### src/verilog/dcw_defs.svh
/*
 Control word decoder constants: bit positions, reset values, timing counts.
 Assumes a 40 MHz clk and a 16-bit control word sampled once per cyclic update.
*/
`ifndef DCW_DEFS_SVH
`define DCW_DEFS_SVH

`define DCW_B_MAN_UP 0
`define DCW_B_MAN_DN 1
`define DCW_B_XFER 2
`define DCW_B_JOG_CONT 3
`define DCW_B_REL 4
`define DCW_B_KEY_JOG 5
`define DCW_B_NO_LOOP 6
`define DCW_B_SW_LOOP 7
`define DCW_B_JOG_UP 8
`define DCW_B_JOG_DN 9
`define DCW_B_ACK 14
`define DCW_RSV_MASK 16'hBC00
`define DCW_CW_RESET 16'h0000
`define DCW_CLK_HZ 40000000
`define DCW_LONG_PRESS_MS 500
`define DCW_LONG_PRESS_CYC (`DCW_LONG_PRESS_MS * (`DCW_CLK_HZ / 1000))

`endif

### src/verilog/dcw_pkg.sv
/*
 Types shared by the control word decoder files.
 Assumes nothing beyond a SystemVerilog elaborator.
*/
`default_nettype none
package dcw_pkg;
	typedef logic [15:0] dcw_word_t;
	typedef enum logic [1:0] {dcw_idle, dcw_pos, dcw_man, dcw_loop} dcw_run_t;
endpackage
`default_nettype wire

### src/verilog/dcw_jog_timer.sv
/*
 Jog hold timer: one step on press, continuous motion after a long hold.
 Assumes hold is a clean synchronous level.
*/
`default_nettype none
module dcw_jog_timer #(
	parameter int unsigned HOLD_CYC = 20000000
) (
	input wire logic clk,
	input wire logic nrst,
	input wire logic hold,
	input wire logic cont_en,
	output logic step,
	output logic cont
);
	localparam int unsigned CW = $clog2(HOLD_CYC + 1);
	logic hold_q;
	logic [CW-1:0] cnt;
	wire held_long = (cnt == CW'(HOLD_CYC));

	generate
		if (HOLD_CYC < 1) begin : g_chk
			$error("HOLD_CYC must be at least one cycle");
		end
	endgenerate

	always_ff @(posedge clk) begin
		if (!nrst) begin
			hold_q <= 1'b0;
			cnt <= '0;
			step <= 1'b0;
			cont <= 1'b0;
		end else begin
			hold_q <= hold;
			// Saturates so a very long hold never wraps
			cnt <= !hold ? '0 : (held_long ? cnt : cnt + 1'b1);
			step <= hold & ~hold_q;
			cont <= hold & cont_en & held_long;
		end
	end
endmodule
`default_nettype wire

### src/verilog/dcw_fault_latch.sv
/*
 Failure display with optional latch, driven by the acknowledgement level.
 Assumes live_fail is high while the monitored input is in failure.
*/
`default_nettype none
module dcw_fault_latch (
	input wire logic clk,
	input wire logic nrst,
	input wire logic live_fail,
	input wire logic ack,
	input wire logic arm,
	input wire logic unlatch,
	output logic shown_fail
);
	logic latched;
	wire catch_fail = ack & arm & live_fail;

	always_ff @(posedge clk) begin
		if (!nrst) begin
			latched <= 1'b0;
			shown_fail <= 1'b0;
		end else begin
			latched <= catch_fail | (latched & ~unlatch);
			shown_fail <= live_fail | (ack & (latched | catch_fail));
		end
	end
endmodule
`default_nettype wire

### src/verilog/dcw_decoder.sv
/*
 Drive control word decoder: target takeover, release gate, manual and jog
 runs, loop suppression, switch-on loop, acknowledgement and status flags.
 Assumes cmd_strobe pulses once per cyclic process data update with the word
 and target stable, and that motion logic reports completion on run_done.
*/
`include "dcw_defs.svh"
`default_nettype none
module dcw_decoder #(
	parameter int unsigned TGT_W = 32,
	parameter int unsigned LONG_PRESS_CYC = `DCW_LONG_PRESS_CYC
) (
	input wire logic clk,
	input wire logic nrst,
	input wire dcw_pkg::dcw_word_t cmd_word,
	input wire logic cmd_strobe,
	input wire logic [TGT_W-1:0] target_in,
	input wire logic bus_active,
	input wire logic key_fwd,
	input wire logic key_rev,
	input wire logic safe_torque_off_ok,
	input wire logic volt_fail,
	input wire logic drive_moving,
	input wire logic run_done,
	input wire logic evt_block,
	input wire logic evt_disp,
	input wire logic evt_target,
	output logic [TGT_W-1:0] target_valid,
	output logic pos_start,
	output logic man_fwd,
	output logic man_rev,
	output logic jog_step_fwd,
	output logic jog_step_rev,
	output logic jog_cont_fwd,
	output logic jog_cont_rev,
	output logic direct_approach,
	output logic loop_active,
	output logic run_abort,
	output logic cw_reserved_err,
	output logic stat_sto_ok,
	output logic stat_aborted,
	output logic stat_block,
	output logic stat_disp,
	output logic stat_target_err,
	output logic stat_volt_fail
);
	import dcw_pkg::*;

	generate
		if (TGT_W < 1 || TGT_W > 64) begin : g_chk_w
			$error("TGT_W must lie between 1 and 64");
		end
		if (LONG_PRESS_CYC < 1) begin : g_chk_t
			$error("LONG_PRESS_CYC must be at least one cycle");
		end
	endgenerate

	function automatic logic bad_combo(input dcw_word_t w);
		logic man;
		logic jog;
		man = w[`DCW_B_MAN_UP] | w[`DCW_B_MAN_DN];
		jog = w[`DCW_B_JOG_UP] | w[`DCW_B_JOG_DN];
		bad_combo = (w[`DCW_B_MAN_UP] & w[`DCW_B_MAN_DN])
			| (w[`DCW_B_JOG_UP] & w[`DCW_B_JOG_DN])
			| (jog & w[`DCW_B_KEY_JOG])
			| (man & jog)
			| ((man | jog) & w[`DCW_B_SW_LOOP]);
	endfunction

	dcw_word_t cw;
	dcw_word_t loop_word;
	dcw_run_t st;
	dcw_run_t next_st;
	logic man_up;
	logic sto_fail_shown;

	wire take = cmd_strobe;
	wire dcw_word_t w = cmd_word;

	wire w_rel = w[`DCW_B_REL];
	wire w_man = w[`DCW_B_MAN_UP] | w[`DCW_B_MAN_DN];
	wire w_jog = w[`DCW_B_JOG_UP] | w[`DCW_B_JOG_DN];
	wire w_bad = bad_combo(w);
	wire rise_xfer = w[`DCW_B_XFER] & ~cw[`DCW_B_XFER];
	wire rise_rel = w_rel & ~cw[`DCW_B_REL];
	wire rise_loop = w[`DCW_B_SW_LOOP] & ~cw[`DCW_B_SW_LOOP];
	wire rise_man = (w[`DCW_B_MAN_UP] & ~cw[`DCW_B_MAN_UP])
		| (w[`DCW_B_MAN_DN] & ~cw[`DCW_B_MAN_DN]);
	wire rise_jog = (w[`DCW_B_JOG_UP] & ~cw[`DCW_B_JOG_UP])
		| (w[`DCW_B_JOG_DN] & ~cw[`DCW_B_JOG_DN]);

	wire run_ok = take & w_rel & ~w_bad;
	wire loop_trig = run_ok & rise_loop & ~w_man & ~w_jog;
	wire man_trig = run_ok & w_man;
	wire pos_trig = run_ok & ~w_man & ~w_jog & ~w[`DCW_B_SW_LOOP] & (rise_xfer | rise_rel);
	wire jog_trig = run_ok & w_jog & rise_jog;

	wire loop_change = take & (w != loop_word);
	wire rel_drop = take & ~w_rel;
	wire combo_drop = take & w_bad;

	wire idle = (st == dcw_idle);
	wire start_run = idle & (loop_trig | man_trig | pos_trig);
	wire new_run = start_run | (idle & jog_trig) | ((st == dcw_pos) & pos_trig);
	wire abort_run = ((st == dcw_pos) | (st == dcw_man)) & (rel_drop | combo_drop);
	wire abort_loop = (st == dcw_loop) & loop_change;
	wire abort_evt = abort_run | abort_loop;

	wire ack_rise = take & w[`DCW_B_ACK] & ~cw[`DCW_B_ACK];
	wire ack_fall = take & ~w[`DCW_B_ACK] & cw[`DCW_B_ACK];

	wire cw_bad = bad_combo(cw);
	wire key_ok = ~bus_active | (cw[`DCW_B_KEY_JOG] & ~cw[`DCW_B_REL]);
	wire bus_jog_fwd = cw[`DCW_B_REL] & cw[`DCW_B_JOG_UP] & ~cw_bad;
	wire bus_jog_rev = cw[`DCW_B_REL] & cw[`DCW_B_JOG_DN] & ~cw[`DCW_B_KEY_JOG] & ~cw_bad;
	// Jog only from the idle run state so it cannot fight a run
	wire hold_fwd = idle & ((key_ok & key_fwd) | bus_jog_fwd);
	wire hold_rev = idle & ((key_ok & key_rev) | bus_jog_rev);
	wire moving = drive_moving | ~idle | jog_cont_fwd | jog_cont_rev;
	// Word in force after this edge, so flags follow one cycle after the strobe
	wire dcw_word_t cw_now = take ? w : cw;

	always_comb begin
		next_st = st;
		case (st)
			dcw_idle: begin
				if (loop_trig) begin
					next_st = dcw_loop;
				end else if (man_trig) begin
					next_st = dcw_man;
				end else if (pos_trig) begin
					next_st = dcw_pos;
				end
			end
			dcw_pos: begin
				if (abort_run | run_done) begin
					next_st = dcw_idle;
				end
			end
			dcw_man: begin
				// Letting go of the run bit is a normal stop, not an abort
				if (abort_run | (take & ~w_man)) begin
					next_st = dcw_idle;
				end
			end
			dcw_loop: begin
				if (abort_loop | run_done) begin
					next_st = dcw_idle;
				end
			end
			default: begin
				next_st = dcw_idle;
			end
		endcase
	end

	always_ff @(posedge clk) begin
		if (!nrst) begin
			cw <= `DCW_CW_RESET;
			loop_word <= `DCW_CW_RESET;
			st <= dcw_idle;
			man_up <= 1'b0;
		end else begin
			st <= next_st;
			if (take) begin
				cw <= w;
			end
			if (loop_trig & idle) begin
				loop_word <= w;
			end
			if (man_trig & idle) begin
				man_up <= w[`DCW_B_MAN_UP];
			end
		end
	end

	always_ff @(posedge clk) begin
		if (!nrst) begin
			target_valid <= '0;
		end else if (take & w[`DCW_B_XFER]) begin
			target_valid <= target_in;
		end
	end

	always_ff @(posedge clk) begin
		if (!nrst) begin
			pos_start <= 1'b0;
			run_abort <= 1'b0;
			direct_approach <= 1'b0;
			cw_reserved_err <= 1'b0;
		end else begin
			pos_start <= pos_trig & ((st == dcw_idle) | (st == dcw_pos));
			run_abort <= abort_evt;
			direct_approach <= cw_now[`DCW_B_NO_LOOP];
			cw_reserved_err <= |(cw_now & `DCW_RSV_MASK);
		end
	end

	assign man_fwd = (st == dcw_man) & man_up;
	assign man_rev = (st == dcw_man) & ~man_up;
	// loop motion owned by motion logic
	assign loop_active = (st == dcw_loop);

	always_ff @(posedge clk) begin
		if (!nrst) begin
			stat_aborted <= 1'b0;
			stat_block <= 1'b0;
			stat_disp <= 1'b0;
			stat_target_err <= 1'b0;
		end else begin
			stat_aborted <= abort_evt | (stat_aborted & ~(new_run | ack_rise));
			stat_block <= evt_block | (stat_block & ~(new_run | ack_rise));
			stat_disp <= evt_disp | (stat_disp & ~(new_run | ack_rise));
			stat_target_err <= evt_target | (stat_target_err & ~(new_run | ack_rise));
		end
	end

	// Both jog directions share one timer design
	dcw_jog_timer #(
		.HOLD_CYC(LONG_PRESS_CYC)
	) u_jog_fwd (
		.clk(clk),
		.nrst(nrst),
		.hold(hold_fwd),
		.cont_en(cw[`DCW_B_JOG_CONT]),
		.step(jog_step_fwd),
		.cont(jog_cont_fwd)
	);

	dcw_jog_timer #(
		.HOLD_CYC(LONG_PRESS_CYC)
	) u_jog_rev (
		.clk(clk),
		.nrst(nrst),
		.hold(hold_rev),
		.cont_en(cw[`DCW_B_JOG_CONT]),
		.step(jog_step_rev),
		.cont(jog_cont_rev)
	);

	dcw_fault_latch u_sto (
		.clk(clk),
		.nrst(nrst),
		.live_fail(~safe_torque_off_ok),
		.ack(cw[`DCW_B_ACK]),
		.arm(moving | new_run),
		.unlatch(new_run | ack_fall),
		.shown_fail(sto_fail_shown)
	);

	dcw_fault_latch u_volt (
		.clk(clk),
		.nrst(nrst),
		.live_fail(volt_fail),
		.ack(cw[`DCW_B_ACK]),
		.arm(moving | new_run),
		.unlatch(new_run | ack_fall),
		.shown_fail(stat_volt_fail)
	);

	assign stat_sto_ok = ~sto_fail_shown;
endmodule
`default_nettype wire

### config.mk
export PLATFORM = sky130hd
export DESIGN_NAME = dcw_decoder
export DESIGN_NICKNAME = d
export VERILOG_FILES = /design/src/verilog/dcw_pkg.sv /design/src/verilog/dcw_jog_timer.sv /design/src/verilog/dcw_fault_latch.sv /design/src/verilog/dcw_decoder.sv
export VERILOG_INCLUDE_DIRS = /design/src /design/src/verilog
export SDC_FILE = /design/constraint.sdc
export NUM_CORES = 1
export LEC_CHECK = 0
export ABC_AREA = 1
export BUFFER_PORTS_ARGS = -buffer_cell sky130_fd_sc_hd__buf_2
export CORE_UTILIZATION = 50
export DETAILED_ROUTE_END_ITERATION = 8
export PLACE_DENSITY = 0.76
export REMOVE_ABC_BUFFERS = 1
export SYNTH_ARGS = -nofsm -noshare
export SYNTH_HDL_FRONTEND = slang
export SYNTH_SLANG_ARGS = --single-unit
### constraint.sdc
create_clock -name clk -period 1.6 [get_ports clk]
set_input_delay 0.16 -clock clk [delete_from_list [all_inputs] [get_ports clk]]
set_output_delay 0.16 -clock clk [all_outputs]
set_load 0.05 [all_outputs]
==> impl_metrics.csv, run 1 <==
group,metric,value,unit
status,outcome,"complete, but fails checks",
status,failed_checks,"negative setup slack",
timing,setup-tns-final,-616,ps
power_and_ir_drop,ir_worst_vdd,0.552,mV
logic_synthesis,synthAdderAreaFrac,0.0164,
timing,hold_violations,0,
logic_synthesis,synth_warnings,0,
route,first_iter_violations,488,
route,detail_route.wl_per_cell,15.1,microns
die,die_w,112,microns
logic_synthesis,synth_seq_area_share,0.440,
die,die_h,112,microns
clocking,clkLatencyLatePin,420,ps
run,drv_cap,0,
global_routing,grt_pass1_vias,5575,
global_routing,grt_pass1_wl,25.1,mm
route,drt_wl_total,17.6,mm
die,rows,39,
clocking,cts_sinks,134,
clocking,clkTransAtPathRegs,60,ps
logic_synthesis,synth_compound_area_frac,0.113,
timing,fmax,587,MHz
power_and_ir_drop,power_frac_clock,0.462,
critical_path,critPathMaxFanout,5,
logic_synthesis,syn_inst,820,
critical_path,ff2ff_path_depth,7,
logic_synthesis,synth_seq_cells,134,
die,start_util,0.523,
placement,hpwl,10.3,mm
hold_path,hold-path-cell-count,3,
route,viasPerCell,5.39,
logic_synthesis,synthXorXnorAreaFrac,0.0359,
global_routing,grt_max_degree,34,
finish,finalNonFillerCells,1165,
critical_path,rrSetupSlack,-100,ps
critical_path,critPathLaunchType,"register",
hold_path,min-delay-start,"target_in[6]",
die,die-area,0.0126,sq mm
timing,post-route-period-util,1.06,
global_routing,grt_overflow,0,
logic_synthesis,synth_edf_count,0,
power_and_ir_drop,powerDensity,1010,mW/mm^2
clocking,cts_tree,"yes",
critical_path,arrival,2050,ps
timing,max_slew_margin,0.695,
timing,rsz0062_at_grt,"yes",
clocking,cts-root-buf,"clkbuf_16",
logic_synthesis,synth_ff_type,"dfxtp_1",
timing,finClkSkew,10.9,ps
timing,fin_crit,1700,ps
route,drtAntennaViolNets,0,
power_and_ir_drop,p_int,0.00632,W
hold_path,hold_class,"in -> reg",
die,io_pins,110,
global_routing,grt_use_total,0.248,
route,drc,0,
logic_synthesis,ys_types,47,
placement,pre_cts_ws,-18.6,ps
logic_synthesis,postSynthAreaPerCell,7.43,sq um
hold_path,holdPathEnd,"target_valid[6]",
clocking,numCtsBuffers,17,
timing,setup_viol_count_final,13,
timing,setup_slack,-103,ps
power_and_ir_drop,power_frac_comb,0.129,
finish,final_cell_mix,"nor2_1, dfxtp_1, nand2_1",
clocking,cts.path.max_buffers,2,
timing,tightest_slew,454,ps
route,first_pass_iters,5,
critical_path,rr_endpoint,"u_jog_fwd.cnt[19]",
placement,dpl.cell_count,1091,
critical_path,regToRegStartpoint,"u_jog_fwd.cnt[2]",
global_routing,antenna_found_initial,1,
placement,gp_congestion,0.869,
finish,nNetsFinal,1077,
finish,final_common_cell,"nor2_1",
route,vias,6275,
power_and_ir_drop,swShare,0.263,
finish,drive_gt1_frac,0.321,
timing,maxSlewViolCount,0,
power_and_ir_drop,p_seq_frac,0.409,
logic_synthesis,muxShareOfSynthArea,0.00493,
critical_path,crit_required,1950,ps
finish,syn_to_final_growth,40.0,%
die,core-area,0.0117,sq mm
power_and_ir_drop,power_leakage,3.53,nW
logic_synthesis,syn_area,0.00609,sq mm
critical_path,setup.worst_path.class,"reg -> reg",
logic_synthesis,synth-simple-area-share,0.310,
clocking,h-tree-depth,4,
critical_path,endpoint_kind,"register",
power_and_ir_drop,power.switching,0.00226,W
logic_synthesis,async_flop_share,0,
placement,portBuffers,109,
logic_synthesis,synth_top_family_by_area,"simple AND/OR/NAND/NOR gates",
critical path: stages (launching register included):
cell	delay [ps]
dfxtp_2	390
nand3_1	160
nor2_1	230
nand2_1	180
nor3_4	230
buf_4	190
a31oi_1	80
nor3_2	170
flip-flops by register name, indices dropped and copies added (netlist names), 2 cells and up:
register       count
cw                16
loop_word         16
st                 2
target_valid      32
u_jog_fwd.cnt     25
u_jog_rev.cnt     25
layout make-up:
type                            count  area (sq um)
Sequential cell                   134          2700
Fill cell                         815          3130
Antenna cell                        1          2.50
Multi-Input combinational cell    563          3310
Timing Repair Buffer              192          1340
Tap cell                          143           179
Inverter                          100           393
Clock inverter                     13           155
Clock buffer                       19           443
worst max-delay path by stage:
stage | startpoint | endpoint | slack (ps)
CTS | u_jog_rev.cnt[1] | u_jog_rev.cnt[23] | 2
global placement | u_jog_fwd.cnt[3] | u_jog_fwd.cnt[22] | 9
detailed placement | u_jog_fwd.cnt[3] | u_jog_fwd.cnt[22] | -20
global route | u_jog_fwd.cnt[0] | u_jog_fwd.cnt[0] | -180
floorplan | u_jog_rev.cnt[0] | u_jog_rev.cnt[22] | -7
finish | u_jog_fwd.cnt[2] | u_jog_fwd.cnt[19] | -100
cell usage after synthesis (3+ instances only):
master,n,area (sq um)
inv_1,97,364
nand3_2,4,40.0
nor4_1,13,81.3
nor2_2,5,31.3
buf_2,4,20.0
o21ai_2,3,26.3
nand2_1,124,465
nor3b_1,6,45.0
xnor2_1,8,70.1
mux2i_1,3,30.0
xor2_1,17,149
nor3_1,30,150
a21oi_1,47,235
or2_2,5,31.3
a31oi_1,5,31.3
nand4_1,23,144
a21oi_2,5,43.8
clkbuf_1,15,56.3
nor3_2,5,50.1
o21ai_0,55,275
nor2_1,149,559
buf_6,3,33.8
dfxtp_1,134,2680
nor2_4,3,33.8
ha_1,8,100
nand3_1,22,110
what timing repair did:
item / in CTS / in global routing
setup endpoints to repair: 4 / 63
buffers inserted: 1 / 10
hold buffers: 24 / 0
pin swaps: 1 / 20
resized for setup: 7 / 115
endpoints found under the hold margin: 24 / 0
cloned: 0 / 6
stage by stage:
step	total power (W)	utilization	hold WS (ps)	area, sq um
after detailed placement	0.00451	0.604	367	7050
after global placement	0.00450	0.604	367	7050
final	0.00859	0.731	7.72	8530
after global routing	0.00886	0.731	1.69	8530
after floorplan	0.00417	-	249	5980
after CTS	0.00848	0.679	0.769	7920
cell families after synthesis:
logic type	Yosys count
buffers and inverters	123
AO/OA/AOI/OAI	124
flip-flops	134
AND/OR/NAND/NOR	403
adder cells (fa/ha/maj)	8
XOR/XNOR	25
multiplexers	3
routing by layer:
layer  vias up  routed length, microns  GRT usage
met3        59                     882     0.0567
li1       3045                       -          -
met1      2939                    7330      0.301
met5         -                       0          0
met4         0                     591      0.104
met2       232                    8810      0.425
power groups by stage:
stage,sequential (W),clock (W),combinational [W]
4_1_cts,0.00351,0.00398,0.000987
5_1_grt,0.00352,0.00415,0.00119
2_1_floorplan,0.00383,0,0.000347
6_report,0.00351,0.00396,0.00111
3_5_place_dp,0.00358,0,0.000931
3_3_place_gp,0.00358,0,0.000924
No activity file was read; power rests on OpenSTA's default activity.
==> run 2: changes to the inputs <==
- CORE_UTILIZATION: 50 -> 40
- PLACE_DENSITY: 0.76 -> default
- RECOVER_POWER: default -> 50
==> run 2 against run 1 <==
The flow finishes with violations (design-rule violations, negative setup slack). Sequential power about the same. Clock skew increased by 2.3 ps. Sequential cell count unchanged. Critical path depth increased by 3. Total power decreased by 2.5%. Design area decreased by 1.3%. Wire length decreased by 12%. Die area increased by 25%. Maximum frequency about the same. Count of clock-buffer cells in the layout increased by 1. Highest routed layer unchanged. Sequential share of layout area increased by 0.31 points. Final cell count increased by 3.7%.
==> impl_metrics.csv, run 2 (synthesis results as in run 1) <==
group,metric,value,unit
global_routing,grt_overflow,0,
die,die-area,0.0157,sq mm
timing,post-route-period-util,1.06,
critical_path,regToRegStartpoint,"cw[1]",
critical_path,critPathMaxFanout,13,
critical_path,critPathLaunchType,"register",
route,first_pass_iters,6,
critical_path,rrSetupSlack,-100,ps
route,drc,7,
clocking,h-tree-depth,4,
route,first_iter_violations,354,
timing,rsz0062_at_grt,"yes",
critical_path,ff2ff_path_depth,10,
timing,finClkSkew,13.2,ps
finish,top_register,"target_valid",
timing,hold_violations,0,
placement,portBuffers,109,
route,vias,5850,
die,io_pins,110,
power_and_ir_drop,power,0.00837,W
status,outcome,"complete, but fails checks",
route,viasPerCell,4.84,
route,drt_wl_total,15.5,mm
global_routing,grt_use_total,0.200,
global_routing,grt_pass1_vias,5442,
finish,nNetsFinal,1080,
critical_path,crit_required,1930,ps
route,drtAntennaViolNets,0,
placement,hpwl,10.6,mm
die,start_util,0.415,
status,failed_checks,"design-rule violations, negative setup slack",
timing,maxSlewViolCount,0,
clocking,cts_tree,"yes",
finish,fillers,1337,
timing,setup_slack,-104,ps
finish,num_antenna_cells,0,
placement,dpl.cell_count,1138,
critical_path,cp-endpoint,"u_jog_fwd.cnt[14]",
power_and_ir_drop,ir_worst_vdd,0.799,mV
timing,max_slew_margin,0.711,
die,die_h,125,microns
clocking,clkLatencyLatePin,420,ps
clocking,clkTransAtPathRegs,60,ps
finish,final_core_utilization,0.573,
finish,top_regs,"target_valid (32), u_jog_fwd.cnt (25), u_jog_rev.cnt (25)",
timing,fin_crit,1700,ps
critical_path,rr_endpoint,"u_jog_fwd.cnt[14]",
die,die_w,125,microns
finish,final_common_cell,"nor2_1",
route,detail_route.wl_per_cell,12.8,microns
die,rows,44,
clocking,numCtsBuffers,17,
clocking,cts-root-buf,"clkbuf_16",
global_routing,antenna_found_initial,0,
critical_path,setup.worst_path.class,"reg -> reg",
global_routing,grt_pass1_wl,25.3,mm
global_routing,grt_max_degree,41,
timing,hold-worst-slack,9.32,ps
timing,setup_viol_count_final,23,
finish,final_cell_mix,"nor2_1, dfxtp_1, nand2_1",
critical_path,crit_start,"cw[1]",
die,core-area,0.0147,sq mm
timing,fmax,587,MHz
placement,gp_congestion,0.860,
finish,largest_register_ffs,32,
clocking,cts.path.max_buffers,2,
hold_path,hold_class,"in -> reg",
finish,drive_gt1_frac,0.285,
critical_path,arrival,2040,ps
power_and_ir_drop,power_leakage,3.47,nW
clocking,cts_sinks,134,
critical_path,endpoint_kind,"register",
power_and_ir_drop,powerDensity,994,mW/mm^2
run,drv_cap,0,
timing,tightest_slew,429,ps
finish,finalNonFillerCells,1208,
finish,syn_to_final_growth,38.2,%
[run 2: layout make-up]
| cell class | count | area (sq um) | share of cell area |
|---|---|---|---|
| Clock buffer | 20 | 447 | 0.0530 |
| Clock inverter | 12 | 128 | 0.0152 |
| Inverter | 100 | 388 | 0.0461 |
| Multi-Input combinational cell | 563 | 3160 | 0.375 |
| Sequential cell | 134 | 2700 | 0.320 |
| Tap cell | 184 | 230 | 0.0273 |
| Timing Repair Buffer | 195 | 1370 | 0.163 |
[run 2: metrics by stage]
step	instance area (sq um)	setup WS [ps]	setup TNS (ps)
after floorplan	5980	-7.13	-14.4
after global placement	7170	-3.95	-3.95
after detailed placement	7170	-48.4	-51.0
after CTS	8110	0.0877	0
after global routing	8420	-200	-5790
final	8420	-104	-605
[run 2: what timing repair did]
action / 4_1_cts / 5_1_grt
gates resized for setup: 7 / 68
hold buffers: 33 / 0
endpoints found under the hold margin: 33 / 0
endpoints found under the setup margin: 5 / 64
cloned: 0 / 2
buffers inserted: 1 / 2
pin swaps: 1 / 12
[run 2: where the power goes]
| part | total, W | switching [W] | internal, W |
|---|---|---|---|
| clock network | 0.00378 | 0.00146 | 0.00232 |
| logic | 0.00107 | 0.000682 | 0.000390 |
| registers | 0.00351 | 0.0000595 | 0.00345 |
[run 2: worst max-delay path: stages (launching register included)]
cell,delay [ps]
dfxtp_2,330
nor2_2,130
nand2_1,70
nand2_1,50
nand2_1,60
a211oi_2,240
nand3_1,120
o21ai_2,90
nand3_4,150
clkbuf_16,220
nor3_1,160
[run 2: worst min path at each step]
stage | startpoint | to | depth (start not counted)
floorplan | cmd_strobe | cw[3] | 1
CTS | target_in[3] | target_valid[3] | 3
detailed placement | safe_torque_off_ok | u_sto.shown_fail | 2
finish | target_in[3] | target_valid[3] | 3
global route | target_in[3] | target_valid[3] | 3
global placement | safe_torque_off_ok | u_sto.shown_fail | 2
[run 2: metal layers]
metal  track usage  part of all wire
met2         0.316              0.47
met1         0.254              0.47
met4        0.0825             0.022
met5             0                 0
met3        0.0578             0.043
